File: src/shared/tws_pkg.sv
// Constants and types shared by the two-wire slave port
// Overview of operation
// - Address 1000, pin selects bit2, pin bits1:0
// - SDA fall/rise with SCL high: start/stop
// - Acknowledge matching address on ninth clock
// - SDA changes only while SCL low
// - Acknowledge held low through whole SCL high
// - First write byte loads register pointer
// - Reads use pointer, pointer kept until rewritten
// - Words travel MSB byte first, LSB second
// - Receive: ack address, pointer, two data bytes
// - Write cut after one byte updates MSB only
// - Transmit: send pointed register, two bytes
// - Alert response only in latching alert mode
// - Alert response: ack, return address plus cause
// - Arbitrate alert address; winner clears alert
// - Ack general call; command 06 resets registers
// - Hs master code: no ack, enter high speed
// - Hs kept over repeated start, left at stop
// - SCL low 30 ms mid-frame resets interface
// - Bits of every byte go MSB first
package tws_pkg;

   // ==========================================================
   // Addresses and codes
   localparam logic [3:0] ADDR_UPPER = 4'h8;
   localparam logic [6:0] GC_ADDR = 7'h00;
   localparam logic [7:0] GC_RESET_CMD = 8'h06;
   localparam logic [6:0] ARA_ADDR = 7'h0c;
   localparam logic [4:0] HS_PREFIX = 5'h01;
   localparam logic [7:0] POINTER_RESET = 8'h00;
   localparam logic [1:0] SEL_LOW = 2'h0;
   localparam logic [1:0] SEL_HIGH = 2'h1;
   localparam logic [1:0] SEL_SDA = 2'h2;
   localparam logic [1:0] SEL_SCL = 2'h3;

   // ==========================================================
   // Byte sequencing
   localparam logic [3:0] BITS_PER_BYTE = 4'h8;
   localparam logic [1:0] BYTE_ADDR = 2'h0;
   localparam logic [1:0] BYTE_PTR = 2'h1;
   localparam logic [1:0] BYTE_MSB = 2'h2;
   localparam logic [1:0] BYTE_LSB = 2'h3;
   localparam logic [1:0] BE_MSB = 2'h2;
   localparam logic [1:0] BE_BOTH = 2'h3;

   // ==========================================================
   // Timing
   localparam int CLK_FREQ_KHZ = 200000;
   localparam int TIMEOUT_MS = 30;
   localparam int TIMEOUT_CYCLES = CLK_FREQ_KHZ * TIMEOUT_MS;
   localparam int TO_CNT_W = 23;
   typedef logic [TO_CNT_W-1:0] tws_tocnt_type;

   // ==========================================================
   // Types
   typedef enum logic [2:0] {
      ST_IDLE = 3'b000,
      ST_RX = 3'b001,
      ST_RX_ACK = 3'b010,
      ST_TX = 3'b011,
      ST_TX_ACK = 3'b100
   } tws_fsm_type;

   typedef enum logic [2:0] {
      TX_NONE = 3'b000,
      TX_WRITE = 3'b001,
      TX_READ = 3'b010,
      TX_GCALL = 3'b011,
      TX_ALERT = 3'b100
   } tws_txn_type;

   typedef struct packed {
      logic stb;
      logic [1:0] be;
      logic [15:0] data;
   } tws_wr_type;

   typedef struct packed {
      logic active;
      logic latch_mode_sel;
      logic above_high;
   } tws_alert_type;

   typedef struct packed {
      tws_fsm_type fsm;
      tws_txn_type txn;
      logic scl_prev;
      logic sda_prev;
      logic [3:0] bit_cnt;
      logic [7:0] shift;
      logic [1:0] byte_idx;
      logic first_byte;
      logic in_txn;
      logic [7:0] pointer;
      logic [7:0] msb_hold;
      logic msb_pend;
      tws_wr_type wr;
      logic gc_reset;
      logic hs_mode;
      logic alert_won;
      logic alert_clear;
      logic sda_oe;
      logic [15:0] tx_word;
      logic [1:0] addr_lo;
      logic addr_hi;
      tws_tocnt_type to_cnt;
   } tws_state_type;

   localparam tws_state_type STATE_RESET = '{
      fsm: ST_IDLE, txn: TX_NONE, scl_prev: 1'b1, sda_prev: 1'b1,
      bit_cnt: 4'h0, shift: 8'h00, byte_idx: BYTE_ADDR, first_byte: 1'b0,
      in_txn: 1'b0, pointer: POINTER_RESET, msb_hold: 8'h00, msb_pend: 1'b0,
      wr: '{stb: 1'b0, be: 2'h0, data: 16'h0000}, gc_reset: 1'b0,
      hs_mode: 1'b0, alert_won: 1'b0, alert_clear: 1'b0, sda_oe: 1'b0,
      tx_word: 16'h0000, addr_lo: SEL_LOW, addr_hi: 1'b0, to_cnt: '0};

endpackage

File: src/verilog/tws_slave_port.sv
// Two-wire slave port: framing, addressing, pointer access, alert, Hs, timeout
`timescale 1ns/1ps
`default_nettype none
module tws_slave_port #(
   parameter int P_TIMEOUT_CYCLES = tws_pkg::TIMEOUT_CYCLES
) (
   input wire logic i_core_clk,
   input wire logic i_reset_n,
   input wire logic i_scl,
   input wire logic i_sda,
   input wire logic i_addr_sel_pin_hi,
   input wire logic i_addr_sel_pin_lo,
   input wire logic [15:0] i_rd_data,
   input wire tws_pkg::tws_alert_type i_alert,
   output logic o_sda_out,
   output logic o_sda_oe,
   output logic [7:0] o_pointer,
   output var tws_pkg::tws_wr_type o_wr,
   output logic o_gc_reset,
   output logic o_hs_mode,
   output logic o_alert_clear
);

   // ==========================================================
   // Pin synchronisers
   logic [3:0] sync;
   logic scl_s;
   logic sda_s;
   logic pin_hi_s;
   logic pin_lo_s;

   tws_sync2 #(.W(4)) u_sync (
      .i_core_clk(i_core_clk),
      .i_reset_n(i_reset_n),
      .i_async({i_scl, i_sda, i_addr_sel_pin_hi, i_addr_sel_pin_lo}),
      .o_sync(sync)
   );

   assign scl_s = sync[3];
   assign sda_s = sync[2];
   assign pin_hi_s = sync[1];
   assign pin_lo_s = sync[0];

   // ==========================================================
   // State
   tws_pkg::tws_state_type q;
   tws_pkg::tws_state_type d;

   logic scl_rise;
   logic scl_fall;
   logic start_ev;
   logic stop_ev;
   logic timeout_ev;
   logic byte_ev;
   logic [6:0] own_addr;
   logic ack;

   assign scl_rise = scl_s & ~q.scl_prev;
   assign scl_fall = ~scl_s & q.scl_prev;
   assign start_ev = scl_s & q.scl_prev & q.sda_prev & ~sda_s;
   assign stop_ev = scl_s & q.scl_prev & ~q.sda_prev & sda_s;
   assign timeout_ev = q.in_txn & ~scl_s
      & (q.to_cnt == tws_pkg::tws_tocnt_type'(P_TIMEOUT_CYCLES - 1));
   assign byte_ev = scl_fall & (q.fsm == tws_pkg::ST_RX)
      & (q.bit_cnt == tws_pkg::BITS_PER_BYTE);
   assign own_addr = {tws_pkg::ADDR_UPPER, q.addr_hi, q.addr_lo};

   always_comb begin
      d = q;
      ack = 1'b0;
      d.wr.stb = 1'b0;
      d.gc_reset = 1'b0;
      d.alert_clear = 1'b0;
      d.scl_prev = scl_s;
      d.sda_prev = sda_s;

      // ==========================================================
      // Address pin strapping, refined as the bus moves
      if (!q.in_txn && scl_s && sda_s) begin
         d.addr_hi = pin_hi_s;
         d.addr_lo = pin_lo_s ? tws_pkg::SEL_HIGH : tws_pkg::SEL_LOW;
      end
      if (start_ev && !pin_lo_s && q.addr_lo != tws_pkg::SEL_LOW) begin
         d.addr_lo = tws_pkg::SEL_SDA;
      end
      // A pin tied to SCL is the only candidate low while SCL is low
      if (scl_fall && q.first_byte && q.bit_cnt == 4'h0
            && q.addr_lo == tws_pkg::SEL_HIGH && !pin_lo_s) begin
         d.addr_lo = tws_pkg::SEL_SCL;
      end

      // ==========================================================
      // Bus timeout counter
      if (q.in_txn && !scl_s) begin
         d.to_cnt = q.to_cnt + 1'b1;
      end else begin
         d.to_cnt = '0;
      end

      if (timeout_ev) begin
         // Released and idle until the next start
         d.fsm = tws_pkg::ST_IDLE;
         d.in_txn = 1'b0;
         d.sda_oe = 1'b0;
         d.to_cnt = '0;
         d.msb_pend = 1'b0;
      end else if (stop_ev || start_ev) begin
         if (q.msb_pend) begin
            d.wr.stb = 1'b1;
            d.wr.be = tws_pkg::BE_MSB;
            d.wr.data = {q.msb_hold, 8'h00};
            d.msb_pend = 1'b0;
         end
         if (q.alert_won) begin
            d.alert_clear = 1'b1;
            d.alert_won = 1'b0;
         end
         d.sda_oe = 1'b0;
         d.txn = tws_pkg::TX_NONE;
         d.bit_cnt = 4'h0;
         if (stop_ev) begin
            d.fsm = tws_pkg::ST_IDLE;
            d.in_txn = 1'b0;
            d.hs_mode = 1'b0;
         end else begin
            d.fsm = tws_pkg::ST_RX;
            d.in_txn = 1'b1;
            d.first_byte = 1'b1;
            d.byte_idx = tws_pkg::BYTE_ADDR;
         end
      end else begin
         unique case (q.fsm)
            tws_pkg::ST_IDLE: begin
            end
            tws_pkg::ST_RX: begin
               if (scl_rise) begin
                  d.shift = {q.shift[6:0], sda_s};
                  d.bit_cnt = q.bit_cnt + 4'h1;
               end
               if (byte_ev) begin
                  d.first_byte = 1'b0;
                  unique case (q.byte_idx)
                     tws_pkg::BYTE_ADDR: begin
                        if (q.first_byte && q.shift[7:3] == tws_pkg::HS_PREFIX) begin
                           d.hs_mode = 1'b1;
                        end else if (q.shift[7:1] == own_addr) begin
                           ack = 1'b1;
                           d.txn = q.shift[0] ? tws_pkg::TX_READ : tws_pkg::TX_WRITE;
                        end else if (q.shift[7:1] == tws_pkg::GC_ADDR && !q.shift[0]) begin
                           ack = 1'b1;
                           d.txn = tws_pkg::TX_GCALL;
                        end else if (q.shift[7:1] == tws_pkg::ARA_ADDR && q.shift[0]
                              && i_alert.active && i_alert.latch_mode_sel) begin
                           ack = 1'b1;
                           d.txn = tws_pkg::TX_ALERT;
                        end
                     end
                     tws_pkg::BYTE_PTR: begin
                        if (q.txn == tws_pkg::TX_WRITE) begin
                           ack = 1'b1;
                           d.pointer = q.shift;
                        end else if (q.txn == tws_pkg::TX_GCALL) begin
                           ack = 1'b1;
                           if (q.shift == tws_pkg::GC_RESET_CMD) begin
                              d.gc_reset = 1'b1;
                              d.pointer = tws_pkg::POINTER_RESET;
                           end
                        end
                     end
                     tws_pkg::BYTE_MSB: begin
                        if (q.txn == tws_pkg::TX_WRITE) begin
                           ack = 1'b1;
                           d.msb_hold = q.shift;
                           d.msb_pend = 1'b1;
                        end
                     end
                     tws_pkg::BYTE_LSB: begin
                        if (q.txn == tws_pkg::TX_WRITE) begin
                           ack = 1'b1;
                           d.wr.stb = 1'b1;
                           d.wr.be = tws_pkg::BE_BOTH;
                           d.wr.data = {q.msb_hold, q.shift};
                           d.msb_pend = 1'b0;
                        end
                     end
                  endcase
                  // Anything not claimed above is left released
                  if (ack) begin
                     d.sda_oe = 1'b1;
                     d.fsm = tws_pkg::ST_RX_ACK;
                  end else begin
                     d.fsm = tws_pkg::ST_IDLE;
                  end
               end
            end
            tws_pkg::ST_RX_ACK: begin
               if (scl_fall) begin
                  d.bit_cnt = 4'h0;
                  d.sda_oe = 1'b0;
                  if (q.txn == tws_pkg::TX_READ) begin
                     d.fsm = tws_pkg::ST_TX;
                     d.byte_idx = tws_pkg::BYTE_MSB;
                     d.tx_word = i_rd_data;
                     d.sda_oe = ~i_rd_data[15];
                  end else if (q.txn == tws_pkg::TX_ALERT) begin
                     d.fsm = tws_pkg::ST_TX;
                     d.byte_idx = tws_pkg::BYTE_LSB;
                     d.tx_word = {own_addr, i_alert.above_high, 8'hff};
                     d.sda_oe = ~own_addr[6];
                  end else begin
                     d.fsm = tws_pkg::ST_RX;
                     d.byte_idx = (q.byte_idx == tws_pkg::BYTE_LSB)
                        ? tws_pkg::BYTE_MSB : q.byte_idx + 2'h1;
                  end
               end
            end
            tws_pkg::ST_TX: begin
               if (scl_rise) begin
                  d.bit_cnt = q.bit_cnt + 4'h1;
                  // A released one seen low means another responder won
                  if (q.txn == tws_pkg::TX_ALERT && q.tx_word[15] && !sda_s) begin
                     d.fsm = tws_pkg::ST_IDLE;
                  end
               end
               if (scl_fall) begin
                  d.tx_word = {q.tx_word[14:0], 1'b0};
                  d.sda_oe = ~q.tx_word[14];
                  if (q.bit_cnt == tws_pkg::BITS_PER_BYTE) begin
                     d.sda_oe = 1'b0;
                     d.fsm = tws_pkg::ST_TX_ACK;
                     if (q.txn == tws_pkg::TX_ALERT) begin
                        d.alert_won = 1'b1;
                     end
                  end
               end
            end
            tws_pkg::ST_TX_ACK: begin
               // Master nack ends the read; an alert reply is one byte only
               if (scl_rise && (sda_s || q.txn == tws_pkg::TX_ALERT)) begin
                  d.fsm = tws_pkg::ST_IDLE;
               end
               if (scl_fall) begin
                  d.bit_cnt = 4'h0;
                  d.fsm = tws_pkg::ST_TX;
                  if (q.byte_idx == tws_pkg::BYTE_MSB) begin
                     d.byte_idx = tws_pkg::BYTE_LSB;
                     d.sda_oe = ~q.tx_word[15];
                  end else begin
                     d.byte_idx = tws_pkg::BYTE_MSB;
                     d.tx_word = i_rd_data;
                     d.sda_oe = ~i_rd_data[15];
                  end
               end
            end
            default: begin
               d.fsm = tws_pkg::ST_IDLE;
               d.sda_oe = 1'b0;
            end
         endcase
      end
   end

   always_ff @(posedge i_core_clk) begin
      if (!i_reset_n) begin
         q <= tws_pkg::STATE_RESET;
      end else begin
         q <= d;
      end
   end

   // ==========================================================
   // Outputs: SDA is open drain, so only the enable moves
   assign o_sda_out = 1'b0;
   assign o_sda_oe = q.sda_oe;
   assign o_pointer = q.pointer;
   assign o_wr = q.wr;
   assign o_gc_reset = q.gc_reset;
   assign o_hs_mode = q.hs_mode;
   assign o_alert_clear = q.alert_clear;

   // ==========================================================
   // Checks
   AST_STOP_IDLE: assert property (@(posedge i_core_clk) disable iff (!i_reset_n)
      stop_ev && !timeout_ev |=> q.fsm == tws_pkg::ST_IDLE && !q.in_txn && !q.sda_oe)
      else $error("stop did not return the port to idle");

   AST_OE_SCL_LOW: assert property (@(posedge i_core_clk) disable iff (!i_reset_n)
      $changed(q.sda_oe) |-> !q.scl_prev)
      else $error("SDA drive changed while SCL high");

   AST_ACK_HELD: assert property (@(posedge i_core_clk) disable iff (!i_reset_n)
      ((byte_ev && ack) || (q.fsm == tws_pkg::ST_RX_ACK && q.sda_oe && !scl_fall
      && !start_ev && !stop_ev)) && !timeout_ev |=> q.sda_oe)
      else $error("acknowledge not held through SCL high");

   AST_NO_FOREIGN_ACK: assert property (@(posedge i_core_clk) disable iff (!i_reset_n)
      byte_ev && !start_ev && !stop_ev && !timeout_ev && q.byte_idx == tws_pkg::BYTE_ADDR
      && q.shift[7:1] != own_addr && q.shift[7:1] != tws_pkg::GC_ADDR
      && q.shift[7:1] != tws_pkg::ARA_ADDR |=> !q.sda_oe && q.fsm == tws_pkg::ST_IDLE)
      else $error("foreign address was acknowledged");

   AST_PTR_LOAD: assert property (@(posedge i_core_clk) disable iff (!i_reset_n)
      byte_ev && !timeout_ev && q.byte_idx == tws_pkg::BYTE_PTR && q.txn == tws_pkg::TX_WRITE
      |=> q.pointer == $past(q.shift))
      else $error("pointer byte not loaded");

   AST_PTR_KEPT: assert property (@(posedge i_core_clk) disable iff (!i_reset_n)
      q.txn == tws_pkg::TX_READ |=> $stable(q.pointer))
      else $error("pointer changed during a read");

   AST_WORD_WRITE: assert property (@(posedge i_core_clk) disable iff (!i_reset_n)
      byte_ev && !timeout_ev && q.byte_idx == tws_pkg::BYTE_LSB && q.txn == tws_pkg::TX_WRITE
      |=> q.wr.stb && q.wr.be == tws_pkg::BE_BOTH && q.wr.data == {$past(q.msb_hold), $past(q.shift)}
      ##1 !q.wr.stb)
      else $error("word write strobe wrong");

   AST_MSB_ONLY: assert property (@(posedge i_core_clk) disable iff (!i_reset_n)
      q.msb_pend && (start_ev || stop_ev) && !timeout_ev
      |=> q.wr.stb && q.wr.be == tws_pkg::BE_MSB && !q.msb_pend)
      else $error("cut write did not update the MSB");

   AST_GC_RESET: assert property (@(posedge i_core_clk) disable iff (!i_reset_n)
      byte_ev && !timeout_ev && q.txn == tws_pkg::TX_GCALL && q.byte_idx == tws_pkg::BYTE_PTR
      && q.shift == tws_pkg::GC_RESET_CMD |=> o_gc_reset && q.pointer == tws_pkg::POINTER_RESET
      ##1 !o_gc_reset)
      else $error("general call reset not pulsed");

   AST_HS_HOLD: assert property (@(posedge i_core_clk) disable iff (!i_reset_n)
      q.hs_mode && start_ev && !timeout_ev |=> q.hs_mode)
      else $error("high-speed mode lost at repeated start");

   AST_TIMEOUT: assert property (@(posedge i_core_clk) disable iff (!i_reset_n)
      timeout_ev |=> !q.in_txn && !q.sda_oe && q.fsm == tws_pkg::ST_IDLE)
      else $error("timeout did not release the bus");

   AST_ALERT_LOST: assert property (@(posedge i_core_clk) disable iff (!i_reset_n)
      q.fsm == tws_pkg::ST_TX && q.txn == tws_pkg::TX_ALERT && scl_rise && q.tx_word[15]
      && !sda_s && !start_ev && !stop_ev && !timeout_ev |=> !q.alert_won ##1 !o_alert_clear)
      else $error("lost arbitration still cleared the alert");

endmodule
`default_nettype wire

File: src/verilog/tws_sync2.sv
// Two-flop synchroniser for asynchronous pin levels
`timescale 1ns/1ps
`default_nettype none
module tws_sync2 #(
   parameter int W = 1
) (
   input wire logic i_core_clk,
   input wire logic i_reset_n,
   input wire logic [W-1:0] i_async,
   output logic [W-1:0] o_sync
);
   // Stage 0 is read only by stage 1
   logic [1:0][W-1:0] st_q;
   logic [1:0][W-1:0] st_d;

   always_comb begin
      st_d[0] = i_async;
      st_d[1] = st_q[0];
   end

   // Idle bus lines are high, so reset to ones
   always_ff @(posedge i_core_clk) begin
      if (!i_reset_n) begin
         st_q <= '1;
      end else begin
         st_q <= st_d;
      end
   end

   assign o_sync = st_q[1];
endmodule
`default_nettype wire

File: config.mk
export PLATFORM = sky130hd
export DESIGN_NAME = tws_slave_port
export DESIGN_NICKNAME = d
export VERILOG_FILES = /design/src/shared/tws_pkg.sv /design/src/verilog/tws_slave_port.sv /design/src/verilog/tws_sync2.sv
export SDC_FILE = /design/constraint.sdc
export NUM_CORES = 1
export LEC_CHECK = 0
export BUFFER_PORTS_ARGS = -buffer_cell sky130_fd_sc_hd__clkbuf_2
export CORE_MARGIN = 4
export CORE_UTILIZATION = 59
export DETAILED_ROUTE_END_ITERATION = 8
export GPL_TIMING_DRIVEN = 0
export PLACE_DENSITY = 0.79
export SYNTH_ARGS = -nofsm -noshare
export SYNTH_HDL_FRONTEND = slang
export SYNTH_SLANG_ARGS = --single-unit
File: constraint.sdc
create_clock -name i_core_clk -period 2.2 [get_ports i_core_clk]
set_input_delay 0.22 -clock i_core_clk [delete_from_list [all_inputs] [get_ports i_core_clk]]
set_output_delay 0.22 -clock i_core_clk [all_outputs]
set_load 0.05 [all_outputs]
==> results of run 1 <==
layer usage:
metal	vias to the layer above	track usage	wire, µm
met1	2412	0.3301	6129
met2	239	0.4436	7167
met4	0	0.1078	348
li1	2435	-	-
met5	-	0	0
met3	35	0.07906	1200
sequential cells by signal, indices dropped and copies added (netlist names):
signal,count
q,73
o_wr,19
o_pointer,8
u_sync.o_sync,4
u_sync.st_d,4
own_addr,3
o_alert_clear,1
o_gc_reset,1
o_hs_mode,1
o_sda_oe,1
cell type report:
cell class	count	area, µm²
multi-input cells	459	2870
fillers	726	2484
flip-flops and latches	115	2308
plain buffers	70	437.9
clock buffers	17	414.1
repair buffers	60	337.8
clock inverters	15	156.4
well taps	111	138.9
inverters	13	48.80
per-stage QoR:
step | setup slack [ns] | TNS [ns] | instance area [µm²] | util | hold slack, ns
after global placement | -0.03540 | -0.2334 | 5957 | 0.6478 | 0.3881
after global routing | -0.03537 | -0.2548 | 6713 | 0.7299 | 0.05306
after floorplan | 0.2700 | 0 | 5548 | - | 0.3215
final | 0.05168 | 0 | 6713 | 0.7299 | 0.02781
after CTS | 0.01833 | 0 | 6635 | 0.7215 | 0.01297
after detailed placement | -0.1589 | -1.623 | 5957 | 0.6478 | 0.3921
tightest hold or removal path, cell delays in order:
cell,delay [ns]
clkbuf_2,0.08
o221ai_1,0.09
o21ai_1,0.12
cell families (layout without fill, tap and decap cells):
| family | Yosys count | after routing | share of synthesized area |
|---|---|---|---|
| AO/OA/AOI/OAI | 124 | 124 | 0.1507 |
| flip-flops | 115 | 115 | 0.4150 |
| multiplexers | 18 | 18 | 0.03248 |
| XOR/XNOR | 24 | 24 | 0.03789 |
| AND/OR/NAND/NOR | 289 | 289 | 0.2724 |
| adder cells (fa/ha/maj) | 3 | 3 | 0.006767 |
| buffers and inverters | 85 | 175 | 0.08412 |
| other | 1 | 1 | 0.0006759 |
placed cells by master, fill, tap and decap left out, types with 5 or more instances in the layout:
master | netlist | routed
nor2_1 | 46 | 46
buf_2 | 13 | 6
dfxtp_2 | 0 | 5
o21ai_0 | 34 | 34
buf_4 | 31 | 37
o221ai_1 | 9 | 9
a21boi_0 | 14 | 14
clkbuf_16 | 0 | 16
dfxtp_1 | 115 | 110
nand2b_1 | 17 | 17
xor2_1 | 17 | 17
inv_1 | 13 | 13
clkbuf_1 | 23 | 20
and3_1 | 6 | 6
clkinvlp_4 | 0 | 5
nand2_1 | 78 | 77
clkbuf_2 | 0 | 56
nor2b_1 | 8 | 6
o21ai_1 | 13 | 13
xnor2_1 | 7 | 7
o211ai_1 | 6 | 6
a21oi_1 | 13 | 11
nor3_1 | 6 | 6
nand4_1 | 10 | 10
o31ai_1 | 7 | 7
nand3_1 | 72 | 72
mux2i_1 | 18 | 18
worst min-delay path by stage:
stage,from,slack [ns],cells past startpoint,end
6_report,i_rd_data[3],0.03,3,q[29]$_SDFFE_PN0P_
5_1_grt,i_rd_data[0],0.05,3,q[26]$_SDFFE_PN0P_
4_1_cts,i_rd_data[3],0.01,3,q[29]$_SDFFE_PN0P_
3_5_place_dp,u_sync.st_d[6]$_SDFF_PN1_,0.39,1,u_sync.o_sync[2]$_SDFF_PN1_
3_3_place_gp,u_sync.st_d[7]$_SDFF_PN1_,0.39,1,u_sync.o_sync[3]$_SDFF_PN1_
2_1_floorplan,i_addr_sel_pin_lo,0.32,1,u_sync.st_d[4]$_SDFF_PN1_
power by group through the flow:
| stage | Sequential [mW] | Clock (mW) | Combinational [mW] |
|---|---|---|---|
| detailed placement | 2.16 | 0 | 0.179 |
| global placement | 2.16 | 0 | 0.175 |
| finish | 2.12 | 2.68 | 0.195 |
| global route | 2.12 | 2.80 | 0.211 |
| CTS | 2.12 | 2.69 | 0.188 |
| floorplan | 2.15 | 0 | 0.119 |
timing repair:
| action | 4_1_cts | 5_1_grt |
|---|---|---|
| endpoints found under the hold margin | 4 | 0 |
| gates resized for setup | 12 | 30 |
| buffers inserted | 2 | 0 |
| endpoints found under the setup margin | 62 | 62 |
| hold buffers | 4 | 0 |
| pin swaps | 3 | 2 |
==> qor.csv, run 1 <==
stage,metric,value,unit
status,status,finished clean,
floorplanning,core,9196,µm²
place,dpl.hpwl,9.938,mm
global_routing,grt-ovfl-total,0,
global_routing,grt_util_all_layers,0.2693,
floorplanning,die_h,105.0,µm
power_and_ir_drop,leakage,2.512,nW
sta,rsz0062_at_grt,yes,
sta,slew_headroom,0.5582,
sta,fin_crit_sh,0.9765,
setup_path,crit_fanout,10,
floorplanning,ios,57,
clock_network,clockBufferDepth,2,
floorplanning,rows,35,
setup_path,timing.rr.end,q[72]$_SDFFE_PN0P_,
drt,drc,0,
setup_path,r2r_start,q[18]$_SDFF_PP0_,
place,routabilityCongestion,0.9389,
setup_path,rrSetupSlack,0.05,ns
yosys,synth.ff_latch_count,115,
power_and_ir_drop,p_sw_frac,0.2416,
setup_path,start_kind,flip-flop,
yosys,yosysSeqAreaShare,0.4150,
global_routing,grt_pass1_wl,23.97,mm
sta,finalClockSkew,0.006825,ns
place,portBuffers,54,
power_and_ir_drop,irDropWorstVdd,0.0006979,V
yosys,avgSynthCellArea,8.419,µm²
setup_path,critPathBufInv,3,
power_and_ir_drop,p_sw,1.207,mW
clock_network,cts-buffers-inserted,17,
setup_path,worstPathArrival,2.55,ns
power_and_ir_drop,combPwrFrac,0.039,
setup_path,cp.depth,9,
drt,first_iter_violations,423,
global_routing,antenna_found_initial,0,
sta,fmax,465.5,MHz
sta,layout_min_cycle_time,2.148,ns
yosys,synth_area,5548,µm²
setup_path,reg2reg_depth,9,
setup_path,cp_cell_sequence,nor4_1 > nand2_1 > or4_1 > buf_4 > nor4bb_2 > buf_4 > buf_6 > nand3_1 > o21ai_1,
clock_network,cts_tree,yes,
yosys,synth_top_area_cell,dfxtp_1,
drt,drtPass1Iterations,6,
clock_network,clock_latency,0.52,ns
yosys,synth.distinct_cells,68,
yosys,synth_top_cell_area_share,0.4150,
setup_path,path_class,reg2reg,
finish,fin_nets,764,
clock_network,clkTransAtPathRegs,0.06,ns
floorplanning,die_x,105.0,µm
finish,drive_above_1_share,0.2323,
floorplanning,start_util,0.6033,
yosys,synth.area.top_cells,"dfxtp_1, nand3_1, nand2_1",
drt,via_count,5121,
setup_path,cp.required,2.61,ns
power_and_ir_drop,pwr-share-seq,0.424,
place,place_inst,824,
hold_path,min_path_type,in2reg,
floorplanning,dieArea,11020,µm²
yosys,synth_fp_nets,687,
power_and_ir_drop,intPower,3.788,mW
global_routing,grt_pass1_vias,5026,
yosys,synthArstFlopShare,0,
drt,routed_wl,14.85,mm
sta,finalMaxSlewViolations,0,
setup_path,endpoint,q[72]$_SDFFE_PN0P_,
setup_path,cp_common_cell,buf_4,
setup_path,crit_slowest_cell,or4_1,
clock_network,htreeDepth,4,
clock_network,cts-root-buf,clkbuf_8,
sta,tightestPinTransition,0.6627,ns
clock_network,cts.sinks,115,
finish,insertedDiodeCount,0,
finish,areaGrowthSynthToFinish,21.00,%
yosys,yosys_warnings,0,
setup_path,cpLargestDelayFamily,simple AND/OR/NAND/NOR gates,
yosys,synthFlopType,dfxtp_1,
yosys,synth_common_cells,"dfxtp_1, nand2_1, nand3_1",
power_and_ir_drop,p_clk_frac,0.537,
global_routing,grt_max_degree,17,
drt,wl_per_cell,17.26,µm
finish,instances_no_fill,860,
yosys,syn_inst,659,
setup_path,startpoint,q[18]$_SDFF_PP0_,
setup_path,end_kind,flip-flop,
sta,setup_viol,0,
drt,via_per_inst,5.955,
sta,finalHoldViolCount,0,
setup_path,max_stage_delay,0.50,ns
power_and_ir_drop,power,4.995,mW
power_and_ir_drop,p_per_area,744.2,nW/µm²
drt,ant_nets,0,
run,drv_cap,0,
yosys,synth_enable_flop_cells,0,
yosys,yosysMostFrequentCell,dfxtp_1,
(Power assumes the default switching activity.)
==> inputs of run 2 (changes only) <==
--- a/config.mk
+++ b/config.mk
@@ -6,6 +6,7 @@
 export NUM_CORES = 1
 export LEC_CHECK = 0
 export BUFFER_PORTS_ARGS = -buffer_cell sky130_fd_sc_hd__clkbuf_2
+export CORE_ASPECT_RATIO = 0.9
 export CORE_MARGIN = 4
 export CORE_UTILIZATION = 59
 export DETAILED_ROUTE_END_ITERATION = 8
==> run 2 against run 1 <==
Against the previous run:
- clock power is essentially flat
- first-iteration DRC count shrank 11%
- register-to-register slack is essentially flat
- largest cell class unchanged
- final cell count grew 1.9%
- clock skew grew 0.00086 ns
==> qor.csv, run 2 (synthesis results as in run 1) <==
stage,metric,value,unit
finish,fin_nets,769,
sta,slew_headroom,0.5604,
clock_network,cts_tree,yes,
hold_path,min_path_type,in2reg,
place,portBuffers,54,
drt,wl_per_cell,16.52,µm
clock_network,clkTransAtPathRegs,0.06,ns
sta,fin_crit_sh,0.9755,
sta,tightestPinTransition,0.6594,ns
setup_path,crit_fanout,10,
global_routing,grt-ovfl-total,0,
setup_path,end_kind,flip-flop,
setup_path,max_stage_delay,0.55,ns
clock_network,clockBufferDepth,2,
finish,post-route-util,0.7461,
finish,areaGrowthSynthToFinish,22.71,%
drt,drc,0,
place,dpl.hpwl,9.933,mm
finish,fill_cells,654,
sta,finalMaxSlewViolations,0,
global_routing,grt_util_all_layers,0.2695,
setup_path,critPathBufInv,3,
run,drv_cap,0,
sta,finalClockSkew,0.007686,ns
drt,via_count,5085,
floorplanning,rows,33,
setup_path,cp_cell_sequence,nor4_2 > nand2_1 > or4_1 > buf_6 > nor4bb_4 > buf_4 > buf_6 > nand3_1 > o21ai_1,
finish,multi_input_area,2892,µm²
drt,via_per_inst,5.805,
sta,fmax,466.0,MHz
drt,routed_wl,14.47,mm
floorplanning,die_h,100.0,µm
drt,ant_nets,0,
setup_path,start_kind,flip-flop,
power_and_ir_drop,p_per_area,737.0,nW/µm²
global_routing,grt_pass1_wl,22.88,mm
setup_path,cp.required,2.62,ns
drt,drtPass1Iterations,5,
setup_path,cpLargestDelayFamily,simple AND/OR/NAND/NOR gates,
clock_network,cts.sinks,115,
finish,instances_no_fill,876,
sta,finalHoldViolCount,0,
power_and_ir_drop,leakage,2.577,nW
setup_path,cp_common_cell,buf_6,
power_and_ir_drop,irDropWorstVdd,0.0008021,V
setup_path,path_class,reg2reg,
global_routing,antenna_found_initial,0,
floorplanning,start_util,0.6080,
floorplanning,dieArea,11020,µm²
place,place_inst,835,
clock_network,htreeDepth,4,
global_routing,grt_pass1_vias,4632,
global_routing,grt_max_degree,17,
finish,final_common_cell,dfxtp_1,
drt,first_iter_violations,378,
floorplanning,die_x,110.2,µm
finish,regArea,2315,µm²
finish,top_register,q,
setup_path,crit_slowest_cell,or4_1,
floorplanning,ios,57,
finish,largest_register_ffs,73,
clock_network,clock_latency,0.53,ns
clock_network,cts-buffers-inserted,17,
clock_network,cts-root-buf,clkbuf_8,
sta,setup_viol,0,
place,routabilityCongestion,0.9390,
finish,drive_above_1_share,0.2414,
status,status,finished clean,
setup_path,worstPathArrival,2.56,ns
floorplanning,core,9125,µm²
sta,layout_min_cycle_time,2.146,ns
finish,final_cell_mix,"dfxtp_1, nand2_1, nand3_1",
finish,insertedDiodeCount,0,
-- run 2: layer usage --
metal	vias to the layer above	track usage	routed length [µm]
li1	2464	-	-
met1	2416	0.3656	6347
met2	179	0.4104	6781
met3	26	0.07846	1076
met4	0	0.09470	266
met5	-	0	0
-- run 2: final timing paths --
kind	to	start	cells past startpoint	slack, ns
setup / recovery	q[71]$_SDFFE_PN0P_	q[18]$_SDFF_PP0_	9	0.05
hold / removal	q[30]$_SDFFE_PN0P_	i_rd_data[4]	3	0.02
setup reg to reg	q[71]$_SDFFE_PN0P_	q[18]$_SDFF_PP0_	9	0.05
hold reg to reg	u_sync.o_sync[2]$_SDFF_PN1_	u_sync.st_d[6]$_SDFF_PN1_	1	0.41
-- run 2: worst min-delay path: cells and delay by family --
kind / cells / cell delay, ns
AOI/OAI and AO/OA: 2 / 0.21
buffers and inverters: 1 / 0.08
-- run 2: metrics by stage --
step                      hold slack [ns]  setup TNS (ns)  worst slack [ns]  power [mW]  area (µm²)
after global routing              0.02562         -0.4790          -0.03466       5.157        6808
final                             0.01901               0           0.05387       5.017        6808
after floorplan                    0.3215               0            0.2700       2.274        5548
after CTS                        0.007744               0          0.001454       5.019        6689
after global placement             0.3907          -2.564           -0.1524       2.338        5971
after detailed placement           0.3968          -3.659           -0.2073       2.340        5971
-- run 2: final cells by class --
class	instances	area share
plain buffers	70	0.06469
clock buffers	19	0.06341
clock inverters	13	0.02205
inverters	13	0.007168
multi-input cells	459	0.4247
flip-flops and latches	115	0.3400
well taps	122	0.02242
repair buffers	65	0.05550
-- run 2: what timing repair did --
| item | CTS | global route |
|---|---|---|
| cloned | 0 | 0 |
| hold buffers | 5 | 0 |
| gates resized for setup | 14 | 30 |
| setup endpoints to repair | 64 | 67 |
| setup buffers | 2 | 4 |
| pin swaps | 2 | 4 |
| hold endpoints to repair | 5 | 0 |
-- run 2: where the power goes --
part | total (mW) | internal (mW) | switching [mW]
clock | 2.70 | 1.66 | 1.04
sequential | 2.12 | 2.10 | 0.0174
combinational | 0.199 | 0.0758 | 0.123
total | 5.02 | 3.83 | 1.18
==> inputs of run 3 (changes only) <==
--- a/config.mk
+++ b/config.mk
@@ -8,10 +8,12 @@
 export BUFFER_PORTS_ARGS = -buffer_cell sky130_fd_sc_hd__clkbuf_2
 export CORE_ASPECT_RATIO = 0.9
 export CORE_MARGIN = 4
-export CORE_UTILIZATION = 59
+export CORE_UTILIZATION = 40
 export DETAILED_ROUTE_END_ITERATION = 8
 export GPL_TIMING_DRIVEN = 0
-export PLACE_DENSITY = 0.79
+export PLACE_DENSITY = 0.57
+export SLEW_MARGIN = 20
 export SYNTH_ARGS = -nofsm -noshare
 export SYNTH_HDL_FRONTEND = slang
+export SYNTH_HIERARCHICAL = 1
 export SYNTH_SLANG_ARGS = --single-unit
==> run 3 against run 2 <==
Against the previous run:
- synthesized area down 2.0%
- final area increased by 1.2%
- final cell count grew 4.5%
- core utilization decreased by 23 points
- count of clock-buffer cells in the layout is 2 higher
- critical path type unchanged
- largest power group unchanged
- highest routed layer unchanged
==> qor.csv, run 3 <==
stage,metric,value,unit
drt,drtPass1Iterations,5,
drt,via_per_inst,5.235,
finish,largest_register_ffs,73,
setup_path,cp.required,2.52,ns
yosys,synth_common_cells,"dfxtp_1, nand2_1, nor2_1",
yosys,synth_enable_flop_cells,0,
place,pre_cts_slack,-0.3567,ns
finish,final_cell_mix,"dfxtp_1, nor2_1, nand2_1",
power_and_ir_drop,leakage,2.739,nW
clock_network,cts_tree,yes,
sta,rsz0062_at_grt,no,
yosys,syn_inst,649,
floorplanning,dieArea,15520,µm²
finish,insertedDiodeCount,0,
place,dpl.hpwl,9.928,mm
power_and_ir_drop,p_per_area,803.7,nW/µm²
power_and_ir_drop,power,5.539,mW
setup_path,r2r_start,q[104]$_SDFFE_PP0P_,
sta,setup_viol,0,
sta,finalMaxSlewViolations,0,
status,status,finished clean,
hold_path,hp-start,i_reset_n,
sta,finalClockSkew,0.007756,ns
drt,first_iter_violations,300,
sta,hold_slack,0.07638,ns
finish,instances_no_fill,915,
global_routing,grt_max_degree,17,
place,portBuffers,55,
setup_path,end_kind,flip-flop,
sta,finalHoldViolCount,0,
yosys,yosysSeqAreaShare,0.4235,
drt,wl_per_cell,15.19,µm
sta,layout_min_cycle_time,2.141,ns
hold_path,min_path_type,in2reg,
clock_network,cts-root-buf,clkbuf_16,
power_and_ir_drop,irDropWorstVdd,0.0005062,V
drt,drc,0,
yosys,synth_fp_nets,677,
yosys,synth.ff_latch_count,115,
setup_path,rrSetupSlack,0.06,ns
sta,fin_crit_sh,0.9734,
setup_path,startpoint,q[104]$_SDFFE_PP0P_,
drt,routed_wl,13.90,mm
yosys,avgSynthCellArea,8.377,µm²
yosys,synth.distinct_cells,56,
setup_path,crit_fanout,6,
yosys,synth.area.top_cells,"dfxtp_1, nand2_1, nor2_1",
floorplanning,core,13310,µm²
yosys,synth_top_cell_area_share,0.4235,
finish,post-route-util,0.5177,
finish,drive_above_1_share,0.2289,
yosys,synthFlopType,dfxtp_1,
global_routing,grt_util_all_layers,0.1846,
floorplanning,start_util,0.4084,
clock_network,cts-buffers-inserted,17,
run,drv_cap,0,
yosys,yosys_warnings,6,
yosys,synth_top_area_cell,dfxtp_1,
clock_network,clkTransAtPathRegs,0.05,ns
finish,fill_cells,1246,
place,routabilityCongestion,0.9012,
yosys,yosysMostFrequentCell,dfxtp_1,
clock_network,htreeDepth,4,
clock_network,cts.sinks,115,
global_routing,grt_pass1_vias,4427,
floorplanning,rows,40,
global_routing,antenna_found_initial,0,
global_routing,grt_pass1_wl,22.63,mm
floorplanning,ios,57,
sta,tightestPinTransition,0.5508,ns
sta,slew_headroom,0.6328,
sta,fmax,467.0,MHz
finish,regArea,2305,µm²
floorplanning,die_x,130.9,µm
setup_path,worstPathArrival,2.46,ns
drt,ant_nets,0,
setup_path,path_class,reg2reg,
finish,multi_input_area,2835,µm²
finish,areaGrowthSynthToFinish,26.77,%
setup_path,start_kind,flip-flop,
global_routing,grt-ovfl-total,0,
drt,via_count,4790,
finish,fin_nets,763,
clock_network,clockBufferDepth,2,
yosys,synthArstFlopShare,0,
finish,final_common_cell,dfxtp_1,
clock_network,clock_latency,0.42,ns
place,place_inst,872,
yosys,synth_area,5436,µm²
floorplanning,die_h,118.6,µm
finish,top_register,q,
sta,setup_slack,0.05851,ns
run 3: cell count changes in the layout (fill, tap and decap cells not counted), sizes merged, moves of 8 or more:
cell and change:
or3 +11, nand3 -34, o21ai -16, nor2 +24, o221ai -9, nand2 -9, a22o +8
run 3: routing by layer:
metal / GRT usage / share of wire / vias up
met2: 0.2592 / 0.44 / 143
met4: 0.06684 / 0.013 / 0
met5: 0 / 0 / -
met3: 0.05648 / 0.056 / 15
met1: 0.2645 / 0.49 / 2234
li1: - / - / 2398
run 3: timing repair:
action / in CTS / in global routing
hold buffers: 4 / 0
buffers inserted: 4 / 7
gates resized for setup: 28 / 22
endpoints found under the setup margin: 68 / 58
pin swaps: 1 / 5
endpoints found under the hold margin: 4 / 0
run 3: final timing paths:
| path | endpoint | cells past startpoint |
|---|---|---|
| worst max-delay path | o_wr[1]$_SDFFE_PN0P_ | 6 |
| worst min-delay path | u_sync/st_d[7]$_SDFF_PN1_ | 2 |
| worst max register to register | o_wr[1]$_SDFFE_PN0P_ | 6 |
| worst min register to register | u_sync/o_sync[2]$_SDFF_PN1_ | 1 |
run 3: critical path, stage by stage, from the launching register on:
cell,delay (ns)
dfxtp_1,0.47
nor3b_4,0.32
nand3_4,0.12
or4b_4,0.54
a21o_4,0.24
buf_4,0.15
o31ai_1,0.22
run 3: cell families (layout without fill, tap and decap cells):
| logic type | after synthesis | count (layout) | synth area share |
|---|---|---|---|
| AOI/OAI and AO/OA | 122 | 122 | 0.1519 |
| xor gates and xnor gates | 24 | 24 | 0.03866 |
| adders and majority gates | 3 | 3 | 0.006905 |
| buffers and inverters | 79 | 177 | 0.07825 |
| DFF | 115 | 115 | 0.4235 |
| muxes | 18 | 18 | 0.03314 |
| other | 1 | 1 | 0.0006898 |
| and+or+nand+nor | 287 | 287 | 0.2670 |
run 3: through the flow:
step	area, µm²	setup TNS, ns
after CTS	6771	0
after detailed placement	5922	-15.55
after global routing	6892	0
final	6892	0
after global placement	5922	-13.03
after floorplan	5436	0
run 3: report_power, final:
group	leakage, nW	switching, mW	internal (mW)
Combinational	1.48	0.103	0.0678
Clock	0.333	0.961	2.29
Sequential	0.929	0.0196	2.10
run 3: layout make-up:
cell class | instances | area share
plain buffers | 64 | 0.05955
clock buffers | 21 | 0.06681
clock inverters | 10 | 0.03304
inverters | 12 | 0.006536
multi-input cells | 455 | 0.4114
flip-flops and latches | 115 | 0.3344
well taps | 168 | 0.03050
repair buffers | 70 | 0.05773
